## src/core/sensor_param_defs.svh

```systemverilog
// Index map, field positions and default values of the parameter handler
`ifndef SENSOR_PARAM_DEFS_SVH
`define SENSOR_PARAM_DEFS_SVH
`define IDX_SYS_CMD       16'h0002
`define IDX_LOCKS         16'h000C
`define IDX_CH1_PTS       16'h003C
`define IDX_CH2_CFG       16'h003F
`define IDX_PIN2          16'h0079
`define IDX_POS_OFS       16'h0101
`define IDX_DET_RANGE     16'h0104
`define IDX_TEMP          16'h1100
`define IDX_TEMP_CLR      16'h1101
`define IDX_OP_HOURS      16'h1104
`define IDX_PWR_CYC       16'h1105
`define IDX_LAST_TRAVEL   16'h1114
`define IDX_TOTAL_TRAVEL  16'h1116
`define IDX_CYCLE_SUM     16'h111E
`define IDX_DIAG_CLR      16'h112E
`define IDX_ALERTS        16'h1130
`define IDX_CH3_PTS       16'h4000
`define IDX_CH8_CFG       16'h400B
`define LOCK_UI_BIT       3
`define DIAG_CLR_TRAVEL   8'h01
`define DIAG_CLR_CYCLES   8'h02
`define MODE_SINGLE       8'h01
`define MODE_WINDOW       8'h02
`define MODE_TWO_POINT    8'h03
`define MODE_CYLINDER     8'h04
`define MODE_MOVE         8'h82
`define MODE_GRIP         8'h83
`define CFG_DEFAULT       32'h0046_0400
`define PIN2_OFF          8'h00
`define PIN2_QINT2        8'h01
`define TEACH_MIN_SEP     16'h0064
`define LEARN_STROKES     2'h2
`define DET_LOW           16'hF63C
`define DET_HIGH          16'h09C4
`define PD_SCALE          8'hFE
`define TEMP_LOWEST       16'h8000
`define TEMP_HIGHEST      16'h7FFF
`endif

```

## src/core/sensor_param_pkg.sv

```systemverilog
// Types shared by the parameter handler and its users
package sensor_param_pkg;
  typedef enum logic [7:0] {
    CMD_TEACH_START = 8'h4B,
    CMD_TEACH_STOP  = 8'h4C,
    CMD_TEACH_STORE = 8'h4D,
    CMD_RESTART     = 8'h80,
    CMD_APP_RESET   = 8'h81,
    CMD_FACTORY     = 8'h82,
    CMD_RELEARN     = 8'hC0,
    CMD_DIAG_RESET  = 8'hE4,
    CMD_ALERT_CLEAR = 8'hE5
  } sys_cmd_t;
  typedef enum logic [1:0] {
    TEACH_IDLE = 2'b00,
    TEACH_RUN  = 2'b01,
    TEACH_DONE = 2'b10
  } teach_state_t;
  typedef struct packed {
    logic        write;
    logic [15:0] index;
    logic [7:0]  sub;
    logic [31:0] data;
  } req_t;
  typedef struct packed {
    logic        error;
    logic [31:0] data;
  } rsp_t;
  typedef struct packed {
    logic [15:0] pos;
    logic [7:0]  scale;
    logic [7:0]  bits;
  } pd_t;
endpackage

```

## src/core/sensor_param_command_handler.sv

```systemverilog
// Parameter, system command and teach handler of the position sensor
`timescale 1ns/1ps
`default_nettype none
`include "sensor_param_defs.svh"
module sensor_param_command_handler (
  input  wire logic                   clk_sys,
  input  wire logic                   rst,
  input  wire logic                   reqValid,
  input  wire sensor_param_pkg::req_t req,
  output logic                        rspValid,
  output var sensor_param_pkg::rsp_t  rsp,
  input  wire logic [15:0]            measPos,
  input  wire logic                   strokeEvt,
  input  wire logic [15:0]            strokeTravel,
  input  wire logic                   cycleEvt,
  input  wire logic                   stopEvt,
  input  wire logic [15:0]            stopPos,
  input  wire logic                   hourTick,
  input  wire logic                   powerUpEvt,
  input  wire logic [15:0]            tempNow,
  input  wire logic [15:0]            accelNow,
  input  wire logic [7:0]             alertIn,
  input  wire logic [7:0]             swIn,
  input  wire logic                   teachButtonPin,
  output logic                        teachPress,
  output logic                        pin2Out,
  output logic                        pin2Oe,
  output var sensor_param_pkg::pd_t   procData,
  output logic [15:0]                 mdcLow,
  output logic [15:0]                 mdcHigh,
  output logic                        learned,
  output logic                        identReset,
  output logic                        deviceRestart
);
  import sensor_param_pkg::*;

  function automatic logic [4:0] chanDecode(input logic [15:0] idx);
    logic [15:0] off;
    off = idx - `IDX_CH3_PTS;
    chanDecode = 5'h00;
    if (idx >= `IDX_CH1_PTS && idx <= `IDX_CH2_CFG)
      chanDecode = {1'b1, idx[0], 2'b00, idx[1]};
    else if (idx >= `IDX_CH3_PTS && idx <= `IDX_CH8_CFG)
      chanDecode = {1'b1, off[0], 3'(off[3:1] + 3'h2)};
  endfunction

  function automatic logic cmdKnown(input logic [7:0] c);
    case (c)
      CMD_TEACH_START, CMD_TEACH_STOP, CMD_TEACH_STORE, CMD_RESTART,
      CMD_APP_RESET, CMD_FACTORY, CMD_RELEARN, CMD_DIAG_RESET,
      CMD_ALERT_CLEAR: cmdKnown = 1'b1;
      default:         cmdKnown = 1'b0;
    endcase
  endfunction

  function automatic logic farApart(input logic [15:0] a,
                                    input logic [15:0] b);
    logic [15:0] d;
    d = ($signed(a) > $signed(b)) ? a - b : b - a;
    farApart = d >= `TEACH_MIN_SEP;
  endfunction

  function automatic logic [31:0] cfgMerge(input logic [31:0] old,
                                           input logic [7:0]  sub,
                                           input logic [31:0] d);
    case (sub)
      8'h01:   cfgMerge = {old[31:8], d[7:0]};
      8'h02:   cfgMerge = {old[31:16], d[7:0], old[7:0]};
      8'h03:   cfgMerge = {d[15:0], old[15:0]};
      default: cfgMerge = d;
    endcase
  endfunction

  logic [15:0]  accessLocks;
  logic [7:0]   pin2Cfg;
  logic [15:0]  posOffset;
  logic [31:0]  detRange;
  logic [31:0]  chPts [8];
  logic [31:0]  chCfg [8];
  logic         dynCh1;
  logic [31:0]  totalTravel;
  logic [31:0]  cycleCount;
  logic [31:0]  opHoursAll;
  logic [31:0]  opHoursSince;
  logic [31:0]  powerAll;
  logic [31:0]  powerSince;
  logic [15:0]  lastTravel;
  logic [15:0]  accelPeak;
  logic [15:0]  tempCur;
  logic [15:0]  tempAllMax;
  logic [15:0]  tempAllMin;
  logic [15:0]  tempRstMax;
  logic [15:0]  tempRstMin;
  logic [7:0]   alertFlags;
  logic [1:0]   learnCount;
  teach_state_t teachState;
  logic [1:0]   teachCount;
  logic [15:0]  teachStop [3];
  logic         btnMeta;
  logic         btnSync;
  logic         btnLast;
  logic [31:0]  rdData;
  logic         rdOk;

  wire       isWr = reqValid & req.write;
  wire       isRd = reqValid & ~req.write;
  wire [7:0] code = req.data[7:0];
  wire [4:0] chDec = chanDecode(req.index);
  wire       chHit = chDec[4];
  wire       chIsCfg = chDec[3];
  wire [2:0] chSel = chDec[2:0];
  wire [7:0] chMode = chCfg[chSel][15:8];
  wire       cmdTaken = isWr & (req.index == `IDX_SYS_CMD);
  wire       storeOk = (teachState == TEACH_DONE) & teachCount[1];
  // Store without a finished teach run is refused
  wire       cmdOk = cmdTaken & cmdKnown(code)
                     & ((code != CMD_TEACH_STORE) | storeOk);
  wire       cmdStart = cmdOk & (code == CMD_TEACH_START);
  wire       cmdStop = cmdOk & (code == CMD_TEACH_STOP);
  wire       cmdStore = cmdOk & (code == CMD_TEACH_STORE);
  wire       cmdRestart = cmdOk & (code == CMD_RESTART);
  wire       cmdFactory = cmdOk & (code == CMD_FACTORY);
  wire       cmdAppReset = cmdOk & (code == CMD_APP_RESET);
  wire       cmdRelearn = cmdOk & (code == CMD_RELEARN);
  wire       cmdDiagReset = cmdOk & (code == CMD_DIAG_RESET);
  wire       cmdAlertClr = cmdOk & (code == CMD_ALERT_CLEAR);
  wire       restore = cmdFactory | cmdAppReset;
  // Only window and two-point modes take points
  wire       modeManual2 = (chMode == `MODE_WINDOW)
                           | (chMode == `MODE_TWO_POINT);
  wire       wrPts = isWr & chHit & ~chIsCfg & modeManual2;
  // Mode of a dynamically taught channel is locked
  wire       modeLocked = dynCh1 & (chSel == 3'h0)
                          & ((req.sub == 8'h00) | (req.sub == 8'h02));
  wire       wrCfg = isWr & chHit & chIsCfg & ~modeLocked;
  wire       wrLocks = isWr & (req.index == `IDX_LOCKS);
  wire       wrPin2 = isWr & (req.index == `IDX_PIN2);
  wire       wrOfs = isWr & (req.index == `IDX_POS_OFS);
  wire       tempClr = isWr & (req.index == `IDX_TEMP_CLR);
  wire       diagHit = isWr & (req.index == `IDX_DIAG_CLR);
  wire       clrTravel = diagHit & (code == `DIAG_CLR_TRAVEL);
  wire       clrCycles = diagHit & (code == `DIAG_CLR_CYCLES);
  wire       wrOk = cmdOk | wrPts | wrCfg | wrLocks | wrPin2 | wrOfs
                    | tempClr | clrTravel | clrCycles;
  wire [15:0] posSum = measPos + posOffset;
  wire [1:0]  nextTeachCount = teachCount + 2'h1;
  wire        stopFar = (teachCount == 2'h0 | farApart(stopPos, teachStop[0]))
                      & (teachCount < 2'h2 | farApart(stopPos, teachStop[1]));
  wire        stopTake = stopEvt & (teachState == TEACH_RUN)
                         & (teachCount != 2'h3) & stopFar;

  always_comb
  begin
    rdData = 32'h0000_0000;
    rdOk = 1'b1;
    if (chHit)
      rdData = chIsCfg ? chCfg[chSel] : chPts[chSel];
    else
      case (req.index)
        `IDX_LOCKS:        rdData = {16'h0000, accessLocks};
        `IDX_PIN2:         rdData = {24'h00_0000, pin2Cfg};
        `IDX_POS_OFS:      rdData = {16'h0000, posOffset};
        `IDX_DET_RANGE:    rdData = detRange;
        `IDX_LAST_TRAVEL:  rdData = {16'h0000, lastTravel};
        `IDX_TOTAL_TRAVEL: rdData = totalTravel;
        `IDX_CYCLE_SUM:    rdData = cycleCount;
        `IDX_ALERTS:       rdData = {24'h00_0000, alertFlags};
        `IDX_OP_HOURS:     rdData = req.sub[1] ? opHoursSince : opHoursAll;
        `IDX_PWR_CYC:      rdData = req.sub[1] ? powerSince : powerAll;
        `IDX_TEMP:
          case (req.sub)
            8'h01:   rdData = {16'h0000, tempCur};
            8'h02:   rdData = {16'h0000, tempAllMax};
            8'h03:   rdData = {16'h0000, tempAllMin};
            8'h04:   rdData = {16'h0000, tempRstMax};
            8'h05:   rdData = {16'h0000, tempRstMin};
            default: rdOk = 1'b0;
          endcase
        default:           rdOk = 1'b0;
      endcase
  end

  // Settings fall back to defaults on either restore command
  always_ff @(posedge clk_sys or posedge rst)
  begin
    if (rst)
    begin
      accessLocks <= 16'h0000;
      pin2Cfg <= `PIN2_QINT2;
      posOffset <= 16'h0000;
    end
    else if (restore)
    begin
      accessLocks <= 16'h0000;
      pin2Cfg <= `PIN2_QINT2;
      posOffset <= 16'h0000;
    end
    else
    begin
      if (wrLocks) accessLocks <= req.data[15:0];
      if (wrPin2) pin2Cfg <= code;
      if (wrOfs) posOffset <= req.data[15:0];
    end
  end

  always_ff @(posedge clk_sys or posedge rst)
  begin
    if (rst)
      detRange <= {`DET_HIGH, `DET_LOW};
    else
      detRange <= {`DET_HIGH + posOffset, `DET_LOW + posOffset};
  end

  assign mdcLow = detRange[15:0];
  assign mdcHigh = detRange[31:16];

  // Channel records survive restart; no spacing check here
  always_ff @(posedge clk_sys or posedge rst)
  begin
    if (rst)
    begin
      for (int i = 0; i < 8; i++)
      begin
        chPts[i] <= 32'h0000_0000;
        chCfg[i] <= `CFG_DEFAULT;
      end
      dynCh1 <= 1'b0;
    end
    else if (restore)
    begin
      for (int i = 0; i < 8; i++)
      begin
        chPts[i] <= 32'h0000_0000;
        chCfg[i] <= `CFG_DEFAULT;
      end
      dynCh1 <= 1'b0;
    end
    else if (cmdStore)
    begin
      chPts[0] <= {teachStop[1], teachStop[0]};
      chCfg[0][15:8] <= (teachCount == 2'h3) ? `MODE_GRIP
                                             : `MODE_MOVE;
      if (teachCount == 2'h3) chPts[1] <= {16'h0000, teachStop[2]};
      dynCh1 <= 1'b1;
    end
    else
    begin
      if (wrPts) chPts[chSel] <= req.data;
      if (wrCfg)
        chCfg[chSel] <= cfgMerge(chCfg[chSel], req.sub, req.data);
    end
  end

  // Totals keep counting through restart and restore
  always_ff @(posedge clk_sys or posedge rst)
  begin
    if (rst)
    begin
      totalTravel <= 32'h0000_0000;
      cycleCount <= 32'h0000_0000;
      opHoursAll <= 32'h0000_0000;
      opHoursSince <= 32'h0000_0000;
      powerAll <= 32'h0000_0000;
      powerSince <= 32'h0000_0000;
    end
    else
    begin
      totalTravel <= ((cmdDiagReset | clrTravel) ? 32'h0000_0000 : totalTravel)
                     + (strokeEvt ? {16'h0000, strokeTravel} : 32'h0000_0000);
      cycleCount <= ((cmdDiagReset | clrCycles) ? 32'h0000_0000 : cycleCount)
                    + {31'h0000_0000, cycleEvt};
      opHoursAll <= opHoursAll + {31'h0000_0000, hourTick};
      opHoursSince <= (cmdDiagReset ? 32'h0000_0000 : opHoursSince)
                      + {31'h0000_0000, hourTick};
      powerAll <= powerAll + {31'h0000_0000, powerUpEvt};
      powerSince <= (cmdDiagReset ? 32'h0000_0000 : powerSince)
                    + {31'h0000_0000, powerUpEvt};
    end
  end

  // Volatile values are dropped by restart
  always_ff @(posedge clk_sys or posedge rst)
  begin
    if (rst)
    begin
      lastTravel <= 16'h0000;
      accelPeak <= 16'h0000;
      tempCur <= 16'h0000;
      tempRstMax <= `TEMP_LOWEST;
      tempRstMin <= `TEMP_HIGHEST;
    end
    else if (cmdRestart)
    begin
      lastTravel <= 16'h0000;
      accelPeak <= 16'h0000;
      tempCur <= 16'h0000;
      tempRstMax <= `TEMP_LOWEST;
      tempRstMin <= `TEMP_HIGHEST;
    end
    else
    begin
      if (strokeEvt) lastTravel <= strokeTravel;
      tempCur <= tempNow;
      accelPeak <= (cmdDiagReset | accelNow > accelPeak) ? accelNow
                                                         : accelPeak;
      if (cmdDiagReset | tempClr)
      begin
        tempRstMax <= tempNow;
        tempRstMin <= tempNow;
      end
      else
      begin
        if ($signed(tempNow) > $signed(tempRstMax)) tempRstMax <= tempNow;
        if ($signed(tempNow) < $signed(tempRstMin)) tempRstMin <= tempNow;
      end
    end
  end

  always_ff @(posedge clk_sys or posedge rst)
  begin
    if (rst)
    begin
      tempAllMax <= `TEMP_LOWEST;
      tempAllMin <= `TEMP_HIGHEST;
    end
    else
    begin
      if ($signed(tempNow) > $signed(tempAllMax)) tempAllMax <= tempNow;
      if ($signed(tempNow) < $signed(tempAllMin)) tempAllMin <= tempNow;
    end
  end

  // A new alert in the clearing cycle stays set
  always_ff @(posedge clk_sys or posedge rst)
  begin
    if (rst)
      alertFlags <= 8'h00;
    else
      alertFlags <= (cmdAlertClr ? 8'h00 : alertFlags) | alertIn;
  end

  always_ff @(posedge clk_sys or posedge rst)
  begin
    if (rst)
      learnCount <= 2'h0;
    else if (restore || cmdRelearn)
      learnCount <= 2'h0;
    else if (strokeEvt && learnCount != `LEARN_STROKES)
      learnCount <= learnCount + 2'h1;
  end

  assign learned = (learnCount == `LEARN_STROKES);

  always_ff @(posedge clk_sys or posedge rst)
  begin
    if (rst)
    begin
      teachState <= TEACH_IDLE;
      teachCount <= 2'h0;
    end
    else if (restore || cmdRestart)
    begin
      teachState <= TEACH_IDLE;
      teachCount <= 2'h0;
    end
    else
    begin
      case (teachState)
        TEACH_IDLE: if (cmdStart) teachState <= TEACH_RUN;
        TEACH_RUN:  if (cmdStop) teachState <= TEACH_DONE;
        TEACH_DONE:
          if (cmdStart) teachState <= TEACH_RUN;
          else if (cmdStore) teachState <= TEACH_IDLE;
        default:    teachState <= TEACH_IDLE;
      endcase
      if (cmdStart)
        teachCount <= 2'h0;
      else if (stopTake)
        teachCount <= nextTeachCount;
    end
  end

  always_ff @(posedge clk_sys)
  begin
    if (stopTake) teachStop[teachCount] <= stopPos;
  end

  // Two stages before the edge detector; the pin is asynchronous
  always_ff @(posedge clk_sys or posedge rst)
  begin
    if (rst)
    begin
      btnMeta <= 1'b0;
      btnSync <= 1'b0;
      btnLast <= 1'b0;
      teachPress <= 1'b0;
    end
    else
    begin
      btnMeta <= teachButtonPin;
      btnSync <= btnMeta;
      btnLast <= btnSync;
      teachPress <= btnSync & ~btnLast
                    & ~accessLocks[`LOCK_UI_BIT];
    end
  end

  always_ff @(posedge clk_sys or posedge rst)
  begin
    if (rst)
    begin
      rspValid <= 1'b0;
      rsp <= '0;
      procData <= '0;
      pin2Out <= 1'b0;
      pin2Oe <= 1'b0;
      identReset <= 1'b0;
      deviceRestart <= 1'b0;
    end
    else
    begin
      rspValid <= reqValid;
      rsp.error <= reqValid & (isWr ? ~wrOk : ~rdOk);
      rsp.data <= isRd ? rdData : 32'h0000_0000;
      procData <= {posSum, `PD_SCALE, swIn};
      pin2Oe <= (pin2Cfg == `PIN2_QINT2);
      pin2Out <= (pin2Cfg == `PIN2_QINT2) & swIn[1];
      identReset <= cmdFactory;
      deviceRestart <= cmdRestart;
    end
  end
endmodule
`default_nettype wire

```

## config.mk

```make
export PLATFORM = sky130hd
export DESIGN_NAME = sensor_param_command_handler
export DESIGN_NICKNAME = d
export VERILOG_FILES = /design/src/core/sensor_param_pkg.sv /design/src/core/sensor_param_command_handler.sv
export VERILOG_INCLUDE_DIRS = /design/src /design/src/core
export SDC_FILE = /design/constraint.sdc
export NUM_CORES = 2
export LEC_CHECK = 0
export BUFFER_PORTS_ARGS = -buffer_cell sky130_fd_sc_hd__clkbuf_2
export CORE_AREA = 2 2 328 330
export CTS_BUF_LIST = sky130_fd_sc_hd__clkbuf_8
export DETAILED_ROUTE_END_ITERATION = 8
export DIE_AREA = 0 0 330 332
export GPL_ROUTABILITY_DRIVEN = 0
export GPL_TIMING_DRIVEN = 0
export PLACE_DENSITY = 0.67
export SLEW_MARGIN = 20
export SYNTH_ARGS = -nofsm -noshare
export SYNTH_HDL_FRONTEND = slang
export SYNTH_SLANG_ARGS = --single-unit
```

## constraint.sdc

```tcl
create_clock -name clk_sys -period 45.5 [get_ports clk_sys]
set_clock_uncertainty 0.1 [all_clocks]
set_input_delay 4.55 -clock clk_sys [delete_from_list [all_inputs] [get_ports clk_sys]]
set_output_delay 4.55 -clock clk_sys [all_outputs]
set_load 0.01 [all_outputs]
```

# Yosys cells after proc, flatten, opt, wreduce, memory -nomap -nowiden
# Memory sizes are Yosys's and may differ from the RTL's.
# Cells that the tools add are included.
[classes]
n_bitwise = 63
muxes = 77
n_eq_ne = 45
n_lt_le_gt_ge = 15
n_addsub = 17
reduce_logical = 30
[ops]
columns = ["op", "n"]
rows = [
  ["256-bit 2-to-1 mux", 4],
  ["32-bit 2-to-1 mux", 18],
  ["256-bit bitwise mux", 2],
  ["32-bit one-hot mux with 11 select lines", 1],
  ["16-bit 2-to-1 mux", 17],
  ["232-bit 2-to-1 mux", 1],
  ["32-bit binary-select mux with 3-bit select", 2],
  ["192-bit 2-to-1 mux", 1],
  ["32-bit by 1-bit adder with 32-bit output", 5],
  ["16-bit by 13-bit == test with 1-bit output, second input constant", 9],
  ["32-bit demux with 3-bit select", 1],
  ["32-bit one-hot mux with 3 select lines", 1],
  ["16-bit one-hot mux with 5 select lines", 1],
  ["16-bit greater-than comparator", 4],
  ["64-bit 2-to-1 mux", 1],
  ["16-bit subtractor", 4],
  ["8-bit == test, second input constant", 6],
  ["8-bit by 2-bit == test with 1-bit output, second input constant", 5],
  ["1-bit AND", 37],
  ["32-bit by 16-bit adder with 32-bit output", 1],
  ["16-bit by 9-bit == test with 1-bit output, second input constant", 2],
  ["16-bit by 7-bit greater-or-equal comparator with 1-bit output, second input constant", 2],
  ["16-bit less-than comparator", 2],
  ["8-bit 2-to-1 mux", 4],
  ["other kinds (49)", 116],
]
[word_totals]
word_cells = 300
in_bits = 162
ff_bits = 954
output_inout_bits = 104
ram_bits = 48
mem_count = 1
[mem_list]
columns = ["memory", "words", "word_bits", "rd", "rd_clocked_by_memory_dff", "write_ports", "line", "text"]
rows = [
  ["teachStop", 3, 16, 3, 0, 1, "sensor_param_command_handler.sv:98", "logic [15:0] teachStop [3];"],
]

# Longest topological paths before layout
[depth]
depth_word = 22
ltp_mapped = 25
mapped_depth_nobuf = 23

# Least setup slack after synthesis
# No wires, ideal clock.
[synth_timing]
path_type = "input to register"
start = "input req[51] (netlist bit)"
end = "register totalTravel[17]"
n_path_buf = 1
required_ns = 45.269
setup_time_ns = 0.131
t_arrival_ns = 9.336
path_stages = 22
path_slack_ns = 35.933
cell_sequence = "or4_4 -> nor4_2 -> nand2_1 -> or4_1 -> clkbuf_1 -> nor2_1 -> mux2i_1 -> o21ai_0 -> inv_1 -> ha_1 -> a21o_1 -> a21oi_1 -> o21ai_0 -> a21oi_1 -> o21ai_0 -> a41oi_1 -> a311oi_1 -> o21ai_0 -> nor2b_1 -> nand2b_1 -> xor2_1 -> nor2_1"
[synth_via]
elab_chain_cells = 8
elab_cells_between_ends = 11
[synth_lines]
columns = ["element", "line", "text"]
rows = [
  ["from (decl)", "sensor_param_command_handler.sv:9", "input wire sensor_param_pkg::req_t req,"],
  ["16-bit by 2-bit == test with 1-bit output (no source line)", "-", ""],
  ["1-bit AND", "sensor_param_command_handler.sv:113", "wire cmdTaken = isWr & (req.index == `IDX_SYS_CMD);"],
  ["1-bit AND", "sensor_param_command_handler.sv:116", "wire cmdOk = cmdTaken & cmdKnown(code)"],
  ["1-bit AND", "sensor_param_command_handler.sv:117", "& ((code != CMD_TEACH_STORE) | storeOk);"],
  ["1-bit AND", "sensor_param_command_handler.sv:125", "wire cmdDiagReset = cmdOk & (code == CMD_DIAG_RESET);"],
  ["1-bit bitwise OR *", "sensor_param_command_handler.sv:268", "totalTravel <= ((cmdDiagReset | clrTravel) ? 32'h0000_0000 : totalTravel)"],
  ["32-bit 2-to-1 mux *", "sensor_param_command_handler.sv:268", ""],
  ["32-bit by 16-bit adder with 32-bit output *", "sensor_param_command_handler.sv:269", "+ (strokeEvt ? {16'h0000, strokeTravel} : 32'h0000_0000);"],
  ["to (signal assigned)", "sensor_param_command_handler.sv:268", ""],
  ["to (decl)", "sensor_param_command_handler.sv:81", "logic [31:0] totalTravel;"],
]
# Mark *: on every way between the ends. The rest lies on a longest branch, timed or not.
# A chain may end at the register's enable or synchronous reset.

# Final worst setup path
[layout_timing]
start = "input req[42] (netlist bit)"
end = "register rsp[20] (netlist bit)"
[layout_via]
elab_chain_cells = 11
elab_cells_between_ends = 32
[layout_lines]
columns = ["element", "line", "text"]
rows = [
  ["4-bit by 1-bit subtractor with 4-bit output (no source line) (tied with other cells)", "-", ""],
  ["3-bit by 2-bit adder with 3-bit output / 1-bit logical AND (equally long branches)", "-", ""],
  ["5-bit 2-to-1 mux", "sensor_param_command_handler.sv:43", "else if (idx >= `IDX_CH3_PTS && idx <= `IDX_CH8_CFG)"],
  ["5-bit 2-to-1 mux", "sensor_param_command_handler.sv:41", "if (idx >= `IDX_CH1_PTS && idx <= `IDX_CH2_CFG)"],
  ["3-bit inverter with 4-bit output (implied by the code)", "sensor_param_command_handler.sv:157", "rdData = chIsCfg ? chCfg[chSel] : chPts[chSel];"],
  ["32-bit binary-select mux with 3-bit select", "sensor_param_command_handler.sv:157", ""],
  ["32-bit 2-to-1 mux (implied by the code) (2 in series)", "sensor_param_command_handler.sv:157", ""],
  ["32-bit 2-to-1 mux", "sensor_param_command_handler.sv:157", ""],
  ["32-bit 2-to-1 mux *", "sensor_param_command_handler.sv:156", "if (chHit)"],
  ["32-bit 2-to-1 mux *", "sensor_param_command_handler.sv:424", "rsp.data <= isRd ? rdData : 32'h0000_0000;"],
  ["to (decl)", "sensor_param_command_handler.sv:11", "output var sensor_param_pkg::rsp_t rsp,"],
]
# Mark *: on every way between the ends. The rest lies on a longest branch, timed or not. The select of a mux whose other input is x is not followed.

==> run_results.csv <==
group,metric,value,unit
global_route,grt_pass1_vias,46100,
synth,synth.top_cells.by_count,"872 x dfrtp_1, 708 x nand2_1, 590 x o21ai_0",
layout,layout.cells.non_filler,7576,
floorplan,ios,266,
critical_path,rrSetupSlack,38.83,ns
synth,synth.top_cells.by_area,"dfrtp_1 41%, o21ai_0 5.6%, nand2_1 5.0%, ha_1 4.2%, nand3_1 4.0%",
floorplan,core_area,106000,µm²
synth,synthArstFlopShare,0.952,
clocking,cts_buffers,172,
global_route,grt_pass1_wl,306000,µm
global_route,overflow,0,
timing,finalSetupViolCount,0,
timing,max_slew_margin,0.140,
clocking,postCtsSetupBuffers,0,
layout,drive_gt1_frac,0.138,
clocking,clk_path_buf_depth,3,
floorplan,dieArea,110000,µm²
power_and_ir_drop,p_clk_frac,0.375,
clocking,clk_pin_slew,0.06,ns
floorplan,num_rows,120,
power_and_ir_drop,share_comb_of_total_power,0.191,
placement,place_inst,7232,
hold_path,hp-start,"btnMeta$_DFF_PP0_",
timing,min_period,11.37,ns
power_and_ir_drop,p_seq_frac,0.434,
synth,synth-edff-count,48,
clocking,root_buffer,"clkbuf_8",
timing,worst_pin_slew,1.28,ns
timing,hold_viol,0,
timing,setup_tns,0,ns
status,status,"finished with violations",
timing,finalHoldWorstSlack,0.261,ns
placement,dp_hpwl,157000,µm
synth,synth_cell_type_count,89,
synth,ys.flop_type,"dfrtp_1",
critical_path,worst-setup-path-type,"in -> reg",
critical_path,cp_data_arrival_time,12.00,ns
timing,timing.final.crit_share,0.250,
critical_path,reg2reg_from,"teachCount[1]$_DFFE_PP0P_",
hold_path,min_path_type,"reg -> reg",
synth,synth_warnings,0,
timing,rsz0062_at_grt,"no",
power_and_ir_drop,finalPower,2.39,mW
placement,pre_cts_ws,33.64,ns
power_and_ir_drop,p_leak,26.6,nW
placement,io_buffers,225,
floorplan,start_util,0.496,
clocking,post_cts_resized,0,
synth,synthesis.nets,5925,
clocking,htreeDepth,4,
detailed_routing,route.detailed.drc,51,
power_and_ir_drop,intPower,1.65,mW
critical_path,reg2regPathDepth,20,
layout,area_growth,13.6,%
layout,utilization,0.564,
critical_path,r2r-end,"totalTravel[27]$_DFF_PP0_",
power_and_ir_drop,switching_power,0.735,mW
power_and_ir_drop,ir_worst_vdd,0.0266,mV
detailed_routing,ant_nets,0,
job,maxCapViolations,0,
synth,yosysTopAreaCellShare,0.414,
critical_path,cp-start-kind,"input port",
synth,syn_inst,5581,
detailed_routing,viasPerCell,6.45,
global_route,grt_use_total,0.380,
power_and_ir_drop,p_sw_frac,0.308,
timing,worst_slack,34.13,ns
synth,seq_area_frac_synth,0.480,
critical_path,cp-end-kind,"flip-flop",
layout,nNetsFinal,6350,
synth,avgSynthCellArea,9.45,µm²
clocking,cts_tree,"yes",
timing,max_freq,0.0880,GHz
detailed_routing,drtPass1Iterations,9,
synth,yosys_register_bits,999,
layout,design_area,59900,µm²
critical_path,cp_data_required_time,46.13,ns
hold_path,min_delay_path_depth,0,
critical_path,crit_fanout,10,
synth,synth.most_common_cell,"dfrtp_1",
clocking,cts.sinks,999,
synth,synth_top_cell_by_area,"dfrtp_1",
floorplan,die_y,332,µm
detailed_routing,wire_per_inst,27.9,µm
clocking,clk_latency,0.92,ns
placement,dpl-instance-area,56100,µm²
global_route,antenna_found_initial,44,
floorplan,die-width,330,µm
detailed_routing,drt_iter0_markers,7052,
power_and_ir_drop,power_density,39.8,nW/µm²
synth,syn_area,52800,µm²
timing,slew_violations,0,
detailed_routing,vias,48900,
status,violations,"DRC",
detailed_routing,postRouteWirelength,211000,µm
global_route,grt_start_max_net_pins,103,
hold_path,whs_endpoint,"btnSync$_DFF_PP0_",
clocking,postCtsHoldBufs,0,
critical path, stage by stage:
cell      delay [ns]
clkbuf_2        0.22
clkbuf_1        0.39
inv_1           0.37
ha_1            0.47
clkbuf_1        0.35
buf_1           0.69
clkbuf_1        0.90
buf_1           0.76
buf_1           0.81
mux2_2          0.31
o22ai_1         0.09
o21ai_0         0.68
o221ai_1        0.40
o21ai_0         0.36
a21oi_1         0.07
nor2_1          0.54
cells by family after synthesis:
kind of cell               Yosys count  share of synthesized area
DFF                                999                      0.480
xor gates and xnor gates           212                     0.0352
adders and majority gates          183                     0.0442
other                                2                   0.000142
and+or+nand+nor                   1878                      0.166
buffers and inverters              583                     0.0430
AOI/OAI and AO/OA                 1420                      0.169
muxes                              304                     0.0614
how the worst max path moves through the flow:
stage / from / to / slack [ns] / cells after the start
final: req[42] / rsp[20]$_DFF_PP0_ / 34.13 / 16
after global routing: req[51] / totalTravel[27]$_DFF_PP0_ / 33.90 / 23
after CTS: req[51] / totalTravel[27]$_DFF_PP0_ / 34.56 / 23
after detailed placement: req[51] / totalTravel[27]$_DFF_PP0_ / 33.64 / 23
after global placement: rst / opHoursAll[6]$_DFF_PP0_ / 3.10 / 2
after floorplan: rst / accessLocks[0]$_DFFE_PP0P_ / 14.23 / 1
layout by cell type, fill, tap and decap left out, types with 24 or more instances in the layout:
cell type  synthesis  layout
nor3_1            55      52
dfstp_2           79      79
and2_1            35      35
nand3_1          418     418
mux2i_1          156     156
clkbuf_8           0     212
a22oi_1           48      48
a21oi_1          214     214
dfrtp_1          872     872
a31oi_1           24      24
nand4_1           51      51
diode_2            0      25
or3_1             40      40
nand2_1          708     708
edfxtp_1          48      48
a21o_1            51      51
buf_1             36      36
clkbuf_1         330     325
xnor2_1          129     129
inv_1            187     239
a221oi_1          45      45
a221o_1           35      35
o22ai_1          100     100
nor2_1           324     321
o21ai_0          590     589
clkbuf_2           0     230
nand2b_1          30      30
ha_1             176     176
or2_2             30      30
o221ai_1         110     110
o21ai_1           26      27
nor2b_1           63      63
xor2_1            83      83
and3_1            43      43
mux2_2           147     147
area by class of cell:
class | instances | area [µm²]
antenna | 25 | 62.6
buffer | 396 | 1580
clock buffer | 212 | 2920
clock inverter | 104 | 815
fill | 9581 | 46400
inverter | 187 | 709
multi-input combinational | 3999 | 25200
sequential | 999 | 25300
tap | 1403 | 1760
timing repair buffer | 251 | 1520
state kept, by name (all words and copies together) (netlist names), 25 cells and up:
name and flops:
chCfg 256, powerSince 32, detRange 29, cycleCount 32
opHoursSince 32, opHoursAll 32, procData 25, powerAll 32
chPts 256, teachStop 48, totalTravel 32, rsp 33
routing by layer:
metal / vias up / share of wire / global-route usage
met5: - / 0.0024 / 0.0169
met4: 44 / 0.071 / 0.234
met3: 813 / 0.15 / 0.160
met2: 3472 / 0.41 / 0.532
met1: 23700 / 0.37 / 0.482
li1: 20900 / - / -
power groups by stage:
stage,registers [mW],logic (mW),clock network (mW)
4_1_cts,1.03,0.448,0.895
5_1_grt,1.04,0.501,0.933
2_1_floorplan,1.03,0.325,0
6_report,1.04,0.456,0.895
3_5_place_dp,1.05,0.445,0
3_3_place_gp,1.05,0.429,0
No activity file was read; power rests on OpenSTA's default activity.
